===== src/ibic_defines.svh =====
`ifndef IBIC_DEFINES_SVH
`define IBIC_DEFINES_SVH
// ==========================================================
// Register indices, byte address = index * 4
`define IBIC_IDX_CTRL1 14'h2020
`define IBIC_IDX_OWNADR 14'h2021
`define IBIC_IDX_CTRL2 14'h2022
`define IBIC_IDX_STATUS 14'h2023
`define IBIC_IDX_DATA 14'h2024
// ==========================================================
// Field positions
`define IBIC_C1_BC_HI 7
`define IBIC_C1_BC_LO 5
`define IBIC_C1_ACK 4
`define IBIC_C1_SCK_HI 2
`define IBIC_C1_SCK_LO 0
`define IBIC_C2_MST 7
`define IBIC_C2_TRX 6
`define IBIC_C2_BB 5
`define IBIC_C2_PIN 4
`define IBIC_C2_MODE_HI 3
`define IBIC_C2_MODE_LO 2
// ==========================================================
// Reset values and codes
`define IBIC_STATUS_RST 8'h10
`define IBIC_CTRL1_RST 8'h00
`define IBIC_OWNADR_RST 8'h00
`define IBIC_MODE_RST 2'h0
`define IBIC_MODE_BUS 2'h2
`define IBIC_CMD_START 4'hF
`define IBIC_CMD_STOP 4'hD
// ==========================================================
// Timing: half SCL period = base << rate select
`define IBIC_HALF_BASE 11'h008
`endif


===== src/ibic_pkg.sv =====
package ibic_pkg;
  typedef struct packed {
    logic [15:0] address;
    logic read;
    logic write;
    logic [31:0] writedata;
    logic [3:0] byteenable;
  } ibic_avs_req_t;

  typedef struct packed {
    logic scl_o;
    logic scl_oe;
    logic sda_o;
    logic sda_oe;
  } ibic_pad_t;

  typedef enum logic [2:0] {
    M_IDLE = 3'h0,
    M_START = 3'h1,
    M_LOW = 3'h3,
    M_HIGH = 3'h2,
    M_STOPL = 3'h6,
    M_STOPH = 3'h7,
    M_STOPE = 3'h5
  } ibic_mstate_t;
endpackage


===== src/ibic_core.sv =====
// Implementation choice: the Avalon-MM slave port.
`timescale 1ns/100ps
`include "ibic_defines.svh"
// Notes on behaviour
// - Master ack mode adds one clock after the word
// - Master ack clock: release if tx, low if rx
// - No ack clock when ack mode off
// - Slave acks own address or general call
// - Addressed slave: release if tx, low if rx
// - Slave without ack mode counts no ack
// - Bit count field sets word length
// - Start forces bit count to zero
// - Rate select sets master SCL speed
// - High phase timing waits for SCL line
// - Address mode matches own seven-bit address
// - Free format: first word is data
// - Master select cleared by stop or noise
// - Slave transmit select follows direction bit
// - Master transmit select inverts acked direction
// - Transmit select cleared by stop or noise
// - Start command when bus free sends address
// - Stop command when bus busy
// - Stop waits for SCL release
// - Busy flag follows start and stop
// - Status layout, reset leaves service pending
// - Service pending clears on word, holds SCL
// - Master transmitter noise check on SCL rise
module ibic_core (
  // Clock and reset
  input wire logic clk_sys_i,
  input wire logic rst_i,
  // Avalon-MM slave
  input wire ibic_pkg::ibic_avs_req_t avs_req_i,
  output logic [31:0] avs_readdata_o,
  output logic avs_waitrequest_o,
  // Two-wire bus
  input wire logic scl_i,
  input wire logic sda_i,
  output ibic_pkg::ibic_pad_t pad_o
);
  import ibic_pkg::*;

  // ==========================================================
  // Line synchronisers and condition detection
  logic [1:0] scl_sync_q, sda_sync_q;
  logic scl_prev_q, sda_prev_q;
  logic scl_line, sda_line, scl_rise, scl_fall, start_det, stop_det;

  always_ff @(posedge clk_sys_i or posedge rst_i) begin
    if (rst_i) begin
      scl_sync_q <= 2'h3;
      sda_sync_q <= 2'h3;
      scl_prev_q <= 1'b1;
      sda_prev_q <= 1'b1;
    end else begin
      scl_sync_q <= {scl_sync_q[0], scl_i};
      sda_sync_q <= {sda_sync_q[0], sda_i};
      scl_prev_q <= scl_sync_q[1];
      sda_prev_q <= sda_sync_q[1];
    end
  end

  assign scl_line = scl_sync_q[1];
  assign sda_line = sda_sync_q[1];
  assign scl_rise = scl_line & ~scl_prev_q;
  assign scl_fall = ~scl_line & scl_prev_q;
  assign start_det = scl_line & scl_prev_q & sda_prev_q & ~sda_line;
  assign stop_det = scl_line & scl_prev_q & ~sda_prev_q & sda_line;

  // ==========================================================
  // Bus slave: one wait cycle, answer on the second edge
  logic acc_q;
  logic [31:0] rdata_q;
  logic [13:0] idx;
  logic req, wr_fire, rd_fire, wr_c1, wr_oa, wr_c2, dbuf_acc;
  logic [7:0] wd;

  assign req = avs_req_i.read | avs_req_i.write;
  assign idx = avs_req_i.address[15:2];
  assign wd = avs_req_i.writedata[7:0];
  assign avs_waitrequest_o = req & ~acc_q;
  assign avs_readdata_o = rdata_q;
  assign wr_fire = avs_req_i.write & acc_q & avs_req_i.byteenable[0];
  assign rd_fire = avs_req_i.read & acc_q;
  assign wr_c1 = wr_fire & (idx == `IBIC_IDX_CTRL1);
  assign wr_oa = wr_fire & (idx == `IBIC_IDX_OWNADR);
  assign wr_c2 = wr_fire & (idx == `IBIC_IDX_CTRL2);
  assign dbuf_acc = (wr_fire | rd_fire) & (idx == `IBIC_IDX_DATA);

  // ==========================================================
  // Software-visible state
  logic [2:0] bc_q, sck_q;
  logic ackm_q, free_q, mst_q, trx_q, busy_q, pin_q, noise_q, hit_q, gc_q, lrb_q;
  logic [6:0] own_q;
  logic [1:0] mode_q;
  logic [7:0] shreg_q, status;
  logic en, cmd_start, cmd_stop;

  assign en = (mode_q == `IBIC_MODE_BUS);
  assign cmd_start = wr_c2 & (wd[7:4] == `IBIC_CMD_START) & ~busy_q & en;
  assign cmd_stop = wr_c2 & (wd[7:4] == `IBIC_CMD_STOP) & busy_q & en;
  assign status = {mst_q, trx_q, busy_q, pin_q, noise_q, hit_q, gc_q, lrb_q};

  always_ff @(posedge clk_sys_i or posedge rst_i) begin
    if (rst_i) begin
      acc_q <= 1'b0;
      rdata_q <= 32'h0000_0000;
    end else begin
      acc_q <= req & ~acc_q;
      if (avs_req_i.read & ~acc_q) begin
        unique case (idx)
          `IBIC_IDX_CTRL1: rdata_q <= {24'h000000, bc_q, ackm_q, 1'b0, sck_q};
          `IBIC_IDX_OWNADR: rdata_q <= {24'h000000, own_q, free_q};
          `IBIC_IDX_CTRL2: rdata_q <= {24'h000000, mst_q, trx_q, busy_q, pin_q, mode_q, 2'h0};
          `IBIC_IDX_STATUS: rdata_q <= {24'h000000, status};
          `IBIC_IDX_DATA: rdata_q <= {24'h000000, shreg_q};
          default: rdata_q <= 32'h0000_0000;
        endcase
      end
    end
  end

  always_ff @(posedge clk_sys_i or posedge rst_i) begin
    if (rst_i) begin
      sck_q <= 3'h0;
      ackm_q <= 1'b0;
      own_q <= 7'h00;
      free_q <= 1'b0;
      mode_q <= `IBIC_MODE_RST;
    end else begin
      if (wr_c1) begin
        sck_q <= wd[`IBIC_C1_SCK_HI:`IBIC_C1_SCK_LO];
        ackm_q <= wd[`IBIC_C1_ACK];
      end
      if (wr_oa) begin
        own_q <= wd[7:1];
        free_q <= wd[0];
      end
      // Mode is only switched while lines idle; nothing here checks it
      if (wr_c2) begin
        mode_q <= wd[`IBIC_C2_MODE_HI:`IBIC_C2_MODE_LO];
      end
    end
  end

  always_ff @(posedge clk_sys_i or posedge rst_i) begin
    if (rst_i) begin
      bc_q <= 3'h0;
    end else if (wr_c1) begin
      bc_q <= wd[`IBIC_C1_BC_HI:`IBIC_C1_BC_LO];
    end else if (start_det) begin
      bc_q <= 3'h0;
    end
  end

  // ==========================================================
  // Bit engine, shared by master and slave, timed by line edges
  logic [3:0] cnt_q, nbits, total;
  logic first_q, part_q, addr_ok_q, rxbit_q, gen_q;
  logic data_ph, ack_ph, word_done, addr_eval, match_w, ok_w, involve, noise_evt;
  logic arm_q, fall_ok;
  logic [7:0] byte_w;
  logic sda_oe_q, scl_oe_q;
  ibic_mstate_t ms_q;

  assign nbits = (bc_q == 3'h0) ? 4'h8 : {1'b0, bc_q};
  assign total = nbits + {3'h0, ackm_q};
  assign data_ph = cnt_q < nbits;
  assign ack_ph = ackm_q & (cnt_q == nbits);
  // The fall that closes a start has no rise before it: not a bit clock
  assign fall_ok = scl_fall & arm_q;
  assign word_done = en & busy_q & part_q & fall_ok & (cnt_q == total - 4'h1);
  assign byte_w = {shreg_q[6:0], rxbit_q};
  assign addr_eval = en & part_q & fall_ok & first_q & (cnt_q == 4'h7) & ~gen_q & ~free_q;
  assign match_w = (byte_w[7:1] == own_q) | (byte_w == 8'h00);
  assign ok_w = (cnt_q == 4'h7) ? match_w : addr_ok_q;
  assign involve = gen_q | hit_q | (first_q & (free_q | ok_w)) | free_q;
  assign noise_evt = en & gen_q & trx_q & scl_rise & data_ph & (sda_line == sda_oe_q);

  always_ff @(posedge clk_sys_i or posedge rst_i) begin
    if (rst_i) begin
      arm_q <= 1'b0;
    end else if (start_det) begin
      arm_q <= 1'b0;
    end else if (scl_rise) begin
      arm_q <= 1'b1;
    end
  end

  always_ff @(posedge clk_sys_i or posedge rst_i) begin
    if (rst_i) begin
      cnt_q <= 4'h0;
      first_q <= 1'b0;
      part_q <= 1'b0;
      addr_ok_q <= 1'b0;
      rxbit_q <= 1'b1;
      shreg_q <= 8'h00;
    end else begin
      if (start_det) begin
        cnt_q <= 4'h0;
        first_q <= 1'b1;
        part_q <= en;
        addr_ok_q <= 1'b0;
      end else if (stop_det) begin
        part_q <= 1'b0;
      end else if (en & busy_q & part_q & fall_ok) begin
        if (word_done) begin
          cnt_q <= 4'h0;
          first_q <= 1'b0;
          part_q <= involve;
        end else begin
          cnt_q <= cnt_q + 4'h1;
        end
        if (data_ph) begin
          shreg_q <= byte_w;
        end
        if (addr_eval) begin
          addr_ok_q <= match_w;
        end
      end
      if (en & part_q & scl_rise) begin
        rxbit_q <= sda_line;
      end
      if (dbuf_acc & avs_req_i.write) begin
        shreg_q <= wd;
      end
    end
  end

  // ==========================================================
  // Status flags; a hardware set or clear wins over a software write, but a CTRL2 write wins over hardware for mst_q and trx_q
  always_ff @(posedge clk_sys_i or posedge rst_i) begin
    if (rst_i) begin
      busy_q <= 1'b0;
      pin_q <= 1'b1;
      noise_q <= 1'b0;
      hit_q <= 1'b0;
      gc_q <= 1'b0;
      lrb_q <= 1'b0;
    end else begin
      if (start_det) begin
        busy_q <= 1'b1;
      end else if (stop_det) begin
        busy_q <= 1'b0;
      end
      if (word_done & involve) begin
        pin_q <= 1'b0;
      end else if (dbuf_acc | (wr_c2 & wd[`IBIC_C2_PIN])) begin
        pin_q <= 1'b1;
      end
      if (noise_evt) begin
        noise_q <= 1'b1;
      end else if (dbuf_acc | wr_c2) begin
        noise_q <= 1'b0;
      end
      if ((addr_eval & match_w) | (word_done & first_q & free_q & ~gen_q)) begin
        hit_q <= 1'b1;
      end else if (dbuf_acc | stop_det) begin
        hit_q <= 1'b0;
      end
      if (addr_eval & (byte_w == 8'h00)) begin
        gc_q <= 1'b1;
      end else if (start_det | stop_det) begin
        gc_q <= 1'b0;
      end
      if (en & part_q & scl_rise) begin
        lrb_q <= sda_line;
      end
    end
  end

  always_ff @(posedge clk_sys_i or posedge rst_i) begin
    if (rst_i) begin
      mst_q <= 1'b0;
      trx_q <= 1'b0;
    end else begin
      if (wr_c2) begin
        mst_q <= wd[`IBIC_C2_MST];
        trx_q <= wd[`IBIC_C2_TRX];
      end else if (noise_evt | stop_det) begin
        mst_q <= 1'b0;
        trx_q <= 1'b0;
      end else if (addr_eval & match_w & (byte_w != 8'h00)) begin
        trx_q <= byte_w[0];
      end else if (en & gen_q & first_q & ack_ph & scl_rise & ~sda_line & ~free_q) begin
        trx_q <= ~shreg_q[0];
      end
    end
  end

  // ==========================================================
  // Master clock generator
  logic [10:0] tmr_q, half;
  logic stop_req_q, tmr_hit;

  assign half = `IBIC_HALF_BASE << sck_q;
  assign tmr_hit = (tmr_q >= half - 11'h001);

  always_ff @(posedge clk_sys_i or posedge rst_i) begin
    if (rst_i) begin
      ms_q <= M_IDLE;
      tmr_q <= 11'h000;
      gen_q <= 1'b0;
      stop_req_q <= 1'b0;
    end else begin
      tmr_q <= tmr_q + 11'h001;
      if (cmd_stop) begin
        stop_req_q <= 1'b1;
      end
      if (word_done & noise_q) begin
        gen_q <= 1'b0;
      end
      unique case (ms_q)
        M_IDLE: begin
          tmr_q <= 11'h000;
          if (cmd_start) begin
            ms_q <= M_START;
            gen_q <= 1'b1;
          end
        end
        M_START: begin
          if (tmr_hit) begin
            ms_q <= M_LOW;
            tmr_q <= 11'h000;
          end
        end
        M_LOW: begin
          if (tmr_hit & stop_req_q) begin
            ms_q <= M_STOPL;
            tmr_q <= 11'h000;
            stop_req_q <= 1'b0;
          end else if (tmr_hit & ~gen_q) begin
            ms_q <= M_IDLE;
          end else if (tmr_hit & pin_q) begin
            ms_q <= M_HIGH;
            tmr_q <= 11'h000;
          end
        end
        M_HIGH: begin
          if (~scl_line) begin
            tmr_q <= 11'h000;
          end else if (tmr_hit) begin
            ms_q <= M_LOW;
            tmr_q <= 11'h000;
          end
        end
        M_STOPL: begin
          if (tmr_hit) begin
            ms_q <= M_STOPH;
            tmr_q <= 11'h000;
          end
        end
        M_STOPH: begin
          if (~scl_line) begin
            tmr_q <= 11'h000;
          end else if (tmr_hit) begin
            ms_q <= M_STOPE;
            tmr_q <= 11'h000;
          end
        end
        M_STOPE: begin
          if (tmr_hit) begin
            ms_q <= M_IDLE;
            gen_q <= 1'b0;
          end
        end
        default: begin
          ms_q <= M_IDLE;
        end
      endcase
    end
  end

  // ==========================================================
  // Pin drivers; data and ack bits change SDA only while SCL is low, M_START and M_STOPH drive it with SCL high, M_STOPL with SCL low
  logic sda_oe_d, scl_oe_d, stretch;

  assign stretch = en & busy_q & part_q & ~pin_q & (gen_q | hit_q | free_q);

  always_comb begin
    sda_oe_d = sda_oe_q;
    if (!en) begin
      sda_oe_d = 1'b0;
    end else if (ms_q == M_START || ms_q == M_STOPL || ms_q == M_STOPH) begin
      sda_oe_d = 1'b1;
    end else if (ms_q == M_STOPE) begin
      sda_oe_d = 1'b0;
    end else if (!scl_line) begin
      sda_oe_d = 1'b0;
      if (busy_q & part_q & data_ph) begin
        sda_oe_d = trx_q & (gen_q | hit_q | free_q) & ~shreg_q[7];
      end else if (busy_q & part_q & ack_ph & first_q) begin
        sda_oe_d = ~gen_q & (addr_ok_q | free_q);
      end else if (busy_q & part_q & ack_ph) begin
        sda_oe_d = ~trx_q & (gen_q | hit_q | free_q);
      end
    end
  end

  always_comb begin
    scl_oe_d = stretch;
    if (en & (ms_q == M_LOW || ms_q == M_STOPL)) begin
      scl_oe_d = 1'b1;
    end
  end

  always_ff @(posedge clk_sys_i or posedge rst_i) begin
    if (rst_i) begin
      sda_oe_q <= 1'b0;
      scl_oe_q <= 1'b0;
    end else begin
      sda_oe_q <= sda_oe_d;
      scl_oe_q <= scl_oe_d;
    end
  end

  assign pad_o = '{scl_o: 1'b0, scl_oe: scl_oe_q, sda_o: 1'b0, sda_oe: sda_oe_q};

  // ==========================================================
  // Checks
  property p_stretch_hold;
    @(posedge clk_sys_i) disable iff (rst_i)
    stretch |=> pad_o.scl_oe;
  endproperty
  a_stretch_hold: assert property (p_stretch_hold) else $error("SCL not held");

  property p_start_bc;
    @(posedge clk_sys_i) disable iff (rst_i)
    (start_det && !wr_c1) |=> (bc_q == 3'h0);
  endproperty
  a_start_bc: assert property (p_start_bc) else $error("bit count kept on start");

  property p_busy_set;
    @(posedge clk_sys_i) disable iff (rst_i)
    start_det |=> busy_q;
  endproperty
  a_busy_set: assert property (p_busy_set) else $error("busy not set");

  property p_busy_clr;
    @(posedge clk_sys_i) disable iff (rst_i)
    (stop_det && !start_det) |=> !busy_q;
  endproperty
  a_busy_clr: assert property (p_busy_clr) else $error("busy not cleared");

  property p_noise;
    @(posedge clk_sys_i) disable iff (rst_i)
    (noise_evt && !wr_c2) |=> (noise_q && !mst_q && !trx_q);
  endproperty
  a_noise: assert property (p_noise) else $error("noise not handled");

  property p_mst_stop;
    @(posedge clk_sys_i) disable iff (rst_i)
    (stop_det && !wr_c2) |=> !mst_q;
  endproperty
  a_mst_stop: assert property (p_mst_stop) else $error("master kept after stop");

  property p_pin_set;
    @(posedge clk_sys_i) disable iff (rst_i)
    (dbuf_acc && !word_done) |=> pin_q;
  endproperty
  a_pin_set: assert property (p_pin_set) else $error("pending not set");

  property p_high_wait;
    @(posedge clk_sys_i) disable iff (rst_i)
    (ms_q == M_HIGH && !scl_line) |=> (tmr_q == 11'h000);
  endproperty
  a_high_wait: assert property (p_high_wait) else $error("high counted while low");

  property p_stop_wait;
    @(posedge clk_sys_i) disable iff (rst_i)
    (ms_q == M_STOPH && !scl_line) |=> (ms_q == M_STOPH);
  endproperty
  a_stop_wait: assert property (p_stop_wait) else $error("stop before release");

  property p_ack_cnt;
    @(posedge clk_sys_i) disable iff (rst_i)
    (word_done && !ackm_q) |-> (cnt_q == nbits - 4'h1);
  endproperty
  a_ack_cnt: assert property (p_ack_cnt) else $error("ack clock counted");
endmodule


===== config.mk =====
export PLATFORM = sky130hd
export DESIGN_NAME = ibic_core
export DESIGN_NICKNAME = d
export VERILOG_FILES = /design/src/ibic_pkg.sv /design/src/ibic_core.sv
export VERILOG_INCLUDE_DIRS = /design/src
export SDC_FILE = /design/constraint.sdc
export NUM_CORES = 1
export LEC_CHECK = 0
export BUFFER_PORTS_ARGS = -buffer_cell sky130_fd_sc_hd__buf_2
export CORE_ASPECT_RATIO = 1.25
export CORE_MARGIN = 8
export CORE_UTILIZATION = 40
export DETAILED_ROUTE_END_ITERATION = 10
export PLACE_DENSITY_LB_ADDON = 0.05
export SLEW_MARGIN = 20
export SYNTH_ARGS = -nofsm -noshare
export SYNTH_HDL_FRONTEND = slang
export SYNTH_SLANG_ARGS = --single-unit
export TNS_END_PERCENT = 30

===== constraint.sdc =====
create_clock -name clk_sys_i -period 8.7 [get_ports clk_sys_i]
set_input_delay 0.435 -clock clk_sys_i [delete_from_list [all_inputs] [get_ports clk_sys_i]]
set_output_delay 0.435 -clock clk_sys_i [all_outputs]
set_load 0.01 [all_outputs]

==> impl_metrics.toml <==
[placement]
portbufs = 39
placer_s_final_routability_congestion_estimate = 0.844
place_hpwl_um = 9330

[synth]
yosys_warnings = 0
yosys_register_bits = 75
most_frequent_cells_after_synthesis = "sky130_fd_sc_hd__dfrtp_1, sky130_fd_sc_hd__nand2_1, sky130_fd_sc_hd__o21ai_0"
synthesis.instances = 502
ys_types = 69
most_used_dff_post_synth = "sky130_fd_sc_hd__dfrtp_1"
syn_area_mm2 = 0.00472
synthDominantCellAreaShare_pct = 35.5
synth_async_sr_flop_share_pct = 100
post_synth_main_area_contributors = "sky130_fd_sc_hd__dfrtp_1, sky130_fd_sc_hd__nand2_1, sky130_fd_sc_hd__buf_4"
synth.yosys.seq_area_share_pct = 40.0
netlist.top_cell.by_area = "sky130_fd_sc_hd__dfrtp_1"
synth_area_per_cell_um2 = 9.40
leading_cell_type_by_number_of_instances_after_synthesis = "sky130_fd_sc_hd__dfrtp_1"
number_of_enable_type_register_cells_in_the_synthesized_netlist = 0

[sta]
hold_fails_final_rpt = 0
maxSlewHeadroom_pct = 35.2
layout_min_cycle_time_ns = 3.89
tns_ns = 0
max_freq_mhz = 257
tightestPinTransition_ns = 0.972
rsz0062_at_grt = "false"
setup_viol = 0
finClkSkew_ns = 0.00665
final_max_slew_viol_count = 0
layout_worst_path_cycle_share_pct = 44.7

[power]
fin_total_pwr_w = 0.000823
p_per_area_mw_per_mm2 = 158
power.leakage_nw = 2.33
vdd_drop_max_uv = 93.3

[global_route]
global_route.overflow_total = 0
grt-busiest-layer = "met2"
use_met2_pct = 27.3
grt_first_pass_wirelength_um = 20100
gr_usage_total_pct = 16.4
grt_antenna_before_repair = 0
met3_usage_pct = 3.55
vias_in_the_first_global_route = 3743
pin_count_of_the_biggest_net_entering_global_routing = 76
grt.met1_usage_pct = 20.3

[floorplanning]
std_cell_core_area_mm2 = 0.0116
die_height_um = 137
dieArea_mm2 = 0.0156
design.portCount = 95
initial_utilization_pct = 40.8
chipWidth_um = 113
number_of_standard_cell_rows_in_the_floorplan = 44

[clock_tree]
cts_tree = "built"
clockRootBuffer = "sky130_fd_sc_hd__clkbuf_16"
clk_latency_ns = 0.34
total_setup_buffers_inserted_after_cts = 0
clock_tree.htree_level_count = 3
clockBufferDepth = 2
clk_pin_slew_worst_paths_ns = 0.06
cts_sinks = 75
post_cts_hold_buffer_count = 0
cts_buffers = 9
cts.repair.resized = 0

[final_layout]
postLayoutCoreUtil_pct = 45.0
antenna-diode-count = 0
finish.net_count = 608
area_growth_pct = 10.2
final_layout_size_suffix_gt1_share_pct = 17.1

[drt]
vias = 3759
detail_route.wl_per_cell_um = 18.3
drt-vias-per-instance = 5.56
detailedRoute.firstIterationViolations = 169
dr.pass1.iters = 5
remaining_drc_errors = 0
drtAntennaViolNets = 0
drt-total-wl_um = 12400

[setup_path]
critPathLaunchType = "register"
cp-end-kind = "register"
worst-r2r-cell-count = 11
r2r_start = "sck_q[0]$_DFFE_PP0P_"
timing.rr.end = "tmr_q[7]$_DFF_PP0_"
cp_max_fo = 11
rrSetupSlack_ns = 4.81
worst-endpoint-arrival_ns = 4.14
worst_ep_required_time_ns = 8.95
path_class = "register to register"

[job]
drv.max_cap_violation_count = 0

[hold_path]
timing.hold.worst.class = "input port to register"
worstHoldStart = "sda_i"
worst_hold_path.num_cells = 1
worstHoldEndpoint = "sda_sync_q[0]$_DFF_PP1_"

[status]
outcome = "finished clean"
## logic make-up (layout without fill, tap and decap cells)
group / after synthesis / count (layout) / share of synthesized area [%]
xor gates and xnor gates: 24 / 24 / 4.77
buffers and inverters: 61 / 72 / 7.79
DFF: 75 / 75 / 40.0
other: 2 / 27 / 0.159
muxes: 26 / 26 / 5.94
AOI/OAI and AO/OA: 94 / 94 / 13.1
adders and majority gates: 17 / 17 / 4.51
and+or+nand+nor: 203 / 203 / 23.7
## flip-flops by register name, summed over array words and instances, names as in the netlist, 2 cells and up
signal and count:
tmr_q 11, avs_readdata_o 8, shreg_q 8, own_q 7
cnt_q 4, bc_q 3, ms_q 3, sck_q 3
mode_q 2, scl_sync_q 2, sda_sync_q 2
## report_power, final
| group | leakage, nW | switching (W) | internal (W) | total, W |
|---|---|---|---|---|
| Combinational | 1.24 | 0.0000376 | 0.0000203 | 0.0000579 |
| Sequential | 0.940 | 0.0000105 | 0.000357 | 0.000367 |
| Clock | 0.150 | 0.000148 | 0.000250 | 0.000398 |
## how the worst max path moves through the flow
stage,from,to,slack [ns],depth (start not counted)
global route,sck_q[0]$_DFFE_PP0P_,tmr_q[0]$_DFF_PP0_,4.48,11
CTS,sck_q[0]$_DFFE_PP0P_,tmr_q[10]$_DFF_PP0_,4.73,11
floorplan,sck_q[0]$_DFFE_PP0P_,tmr_q[10]$_DFF_PP0_,5.36,14
finish,sck_q[0]$_DFFE_PP0P_,tmr_q[7]$_DFF_PP0_,4.81,11
detailed placement,sck_q[0]$_DFFE_PP0P_,tmr_q[10]$_DFF_PP0_,4.73,11
global placement,sck_q[0]$_DFFE_PP0P_,tmr_q[5]$_DFF_PP0_,4.77,11
## placed cells by master (no fill, tap or decap), drive strengths merged, types with 5 or more instances in the layout
cell	n
dfrtp	67
nand2	63
buf	41
o21ai	33
nor2	32
conb	27
nand3	20
xnor2	17
ha	17
a21oi	16
mux2	16
inv	15
nor3	13
clkbuf	11
mux2i	10
nand4	10
dfstp	8
nor4bb	7
and4	7
xor2	6
nor4b	6
nor2b	6
nand2b	6
nor4	6
nor3b	5
o31ai	5
a32oi	5
nand4b	5
and3	5
## critical path, cell delays in order (launching register included)
cell,delay [ns]
sky130_fd_sc_hd__dfrtp_1,0.47
sky130_fd_sc_hd__or3_1,0.43
sky130_fd_sc_hd__ha_1,0.30
sky130_fd_sc_hd__xor2_1,0.17
sky130_fd_sc_hd__nor2_1,0.11
sky130_fd_sc_hd__a21oi_1,0.05
sky130_fd_sc_hd__ha_1,0.29
sky130_fd_sc_hd__and4_1,0.20
sky130_fd_sc_hd__nor4b_1,0.16
sky130_fd_sc_hd__a2111oi_2,0.77
sky130_fd_sc_hd__o221ai_1,0.61
sky130_fd_sc_hd__nor2_1,0.24
## metrics by stage
stage	instance area (um2)	hold WS [ns]	std cells	setup slack [ns]
after floorplan	4810	0.345	527	5.36
after global placement	4880	0.346	660	4.77
after detailed placement	4880	0.347	660	4.73
after CTS	5190	0.189	676	4.73
after global routing	5200	0.189	676	4.48
final	5200	0.196	676	4.81
## per-layer routing
| metal | share of wire (%) | up-vias |
|---|---|---|
| met2 | 49 | 100 |
| met3 | 5.8 | 15 |
| met5 | 0 | - |
| met1 | 43 | 1812 |
| met4 | 2.0 | 0 |
| li1 | - | 1832 |
## final cells by class
type	count	area (um2)
Fill cell	1137	6360
Multi-Input combinational cell	391	2560
Sequential cell	75	1890
Clock buffer	11	233
Timing Repair Buffer	41	214
Tap cell	138	173
Clock inverter	5	77.6
Inverter	15	56.3
Note: power is estimated with default switching activity, not from simulation.
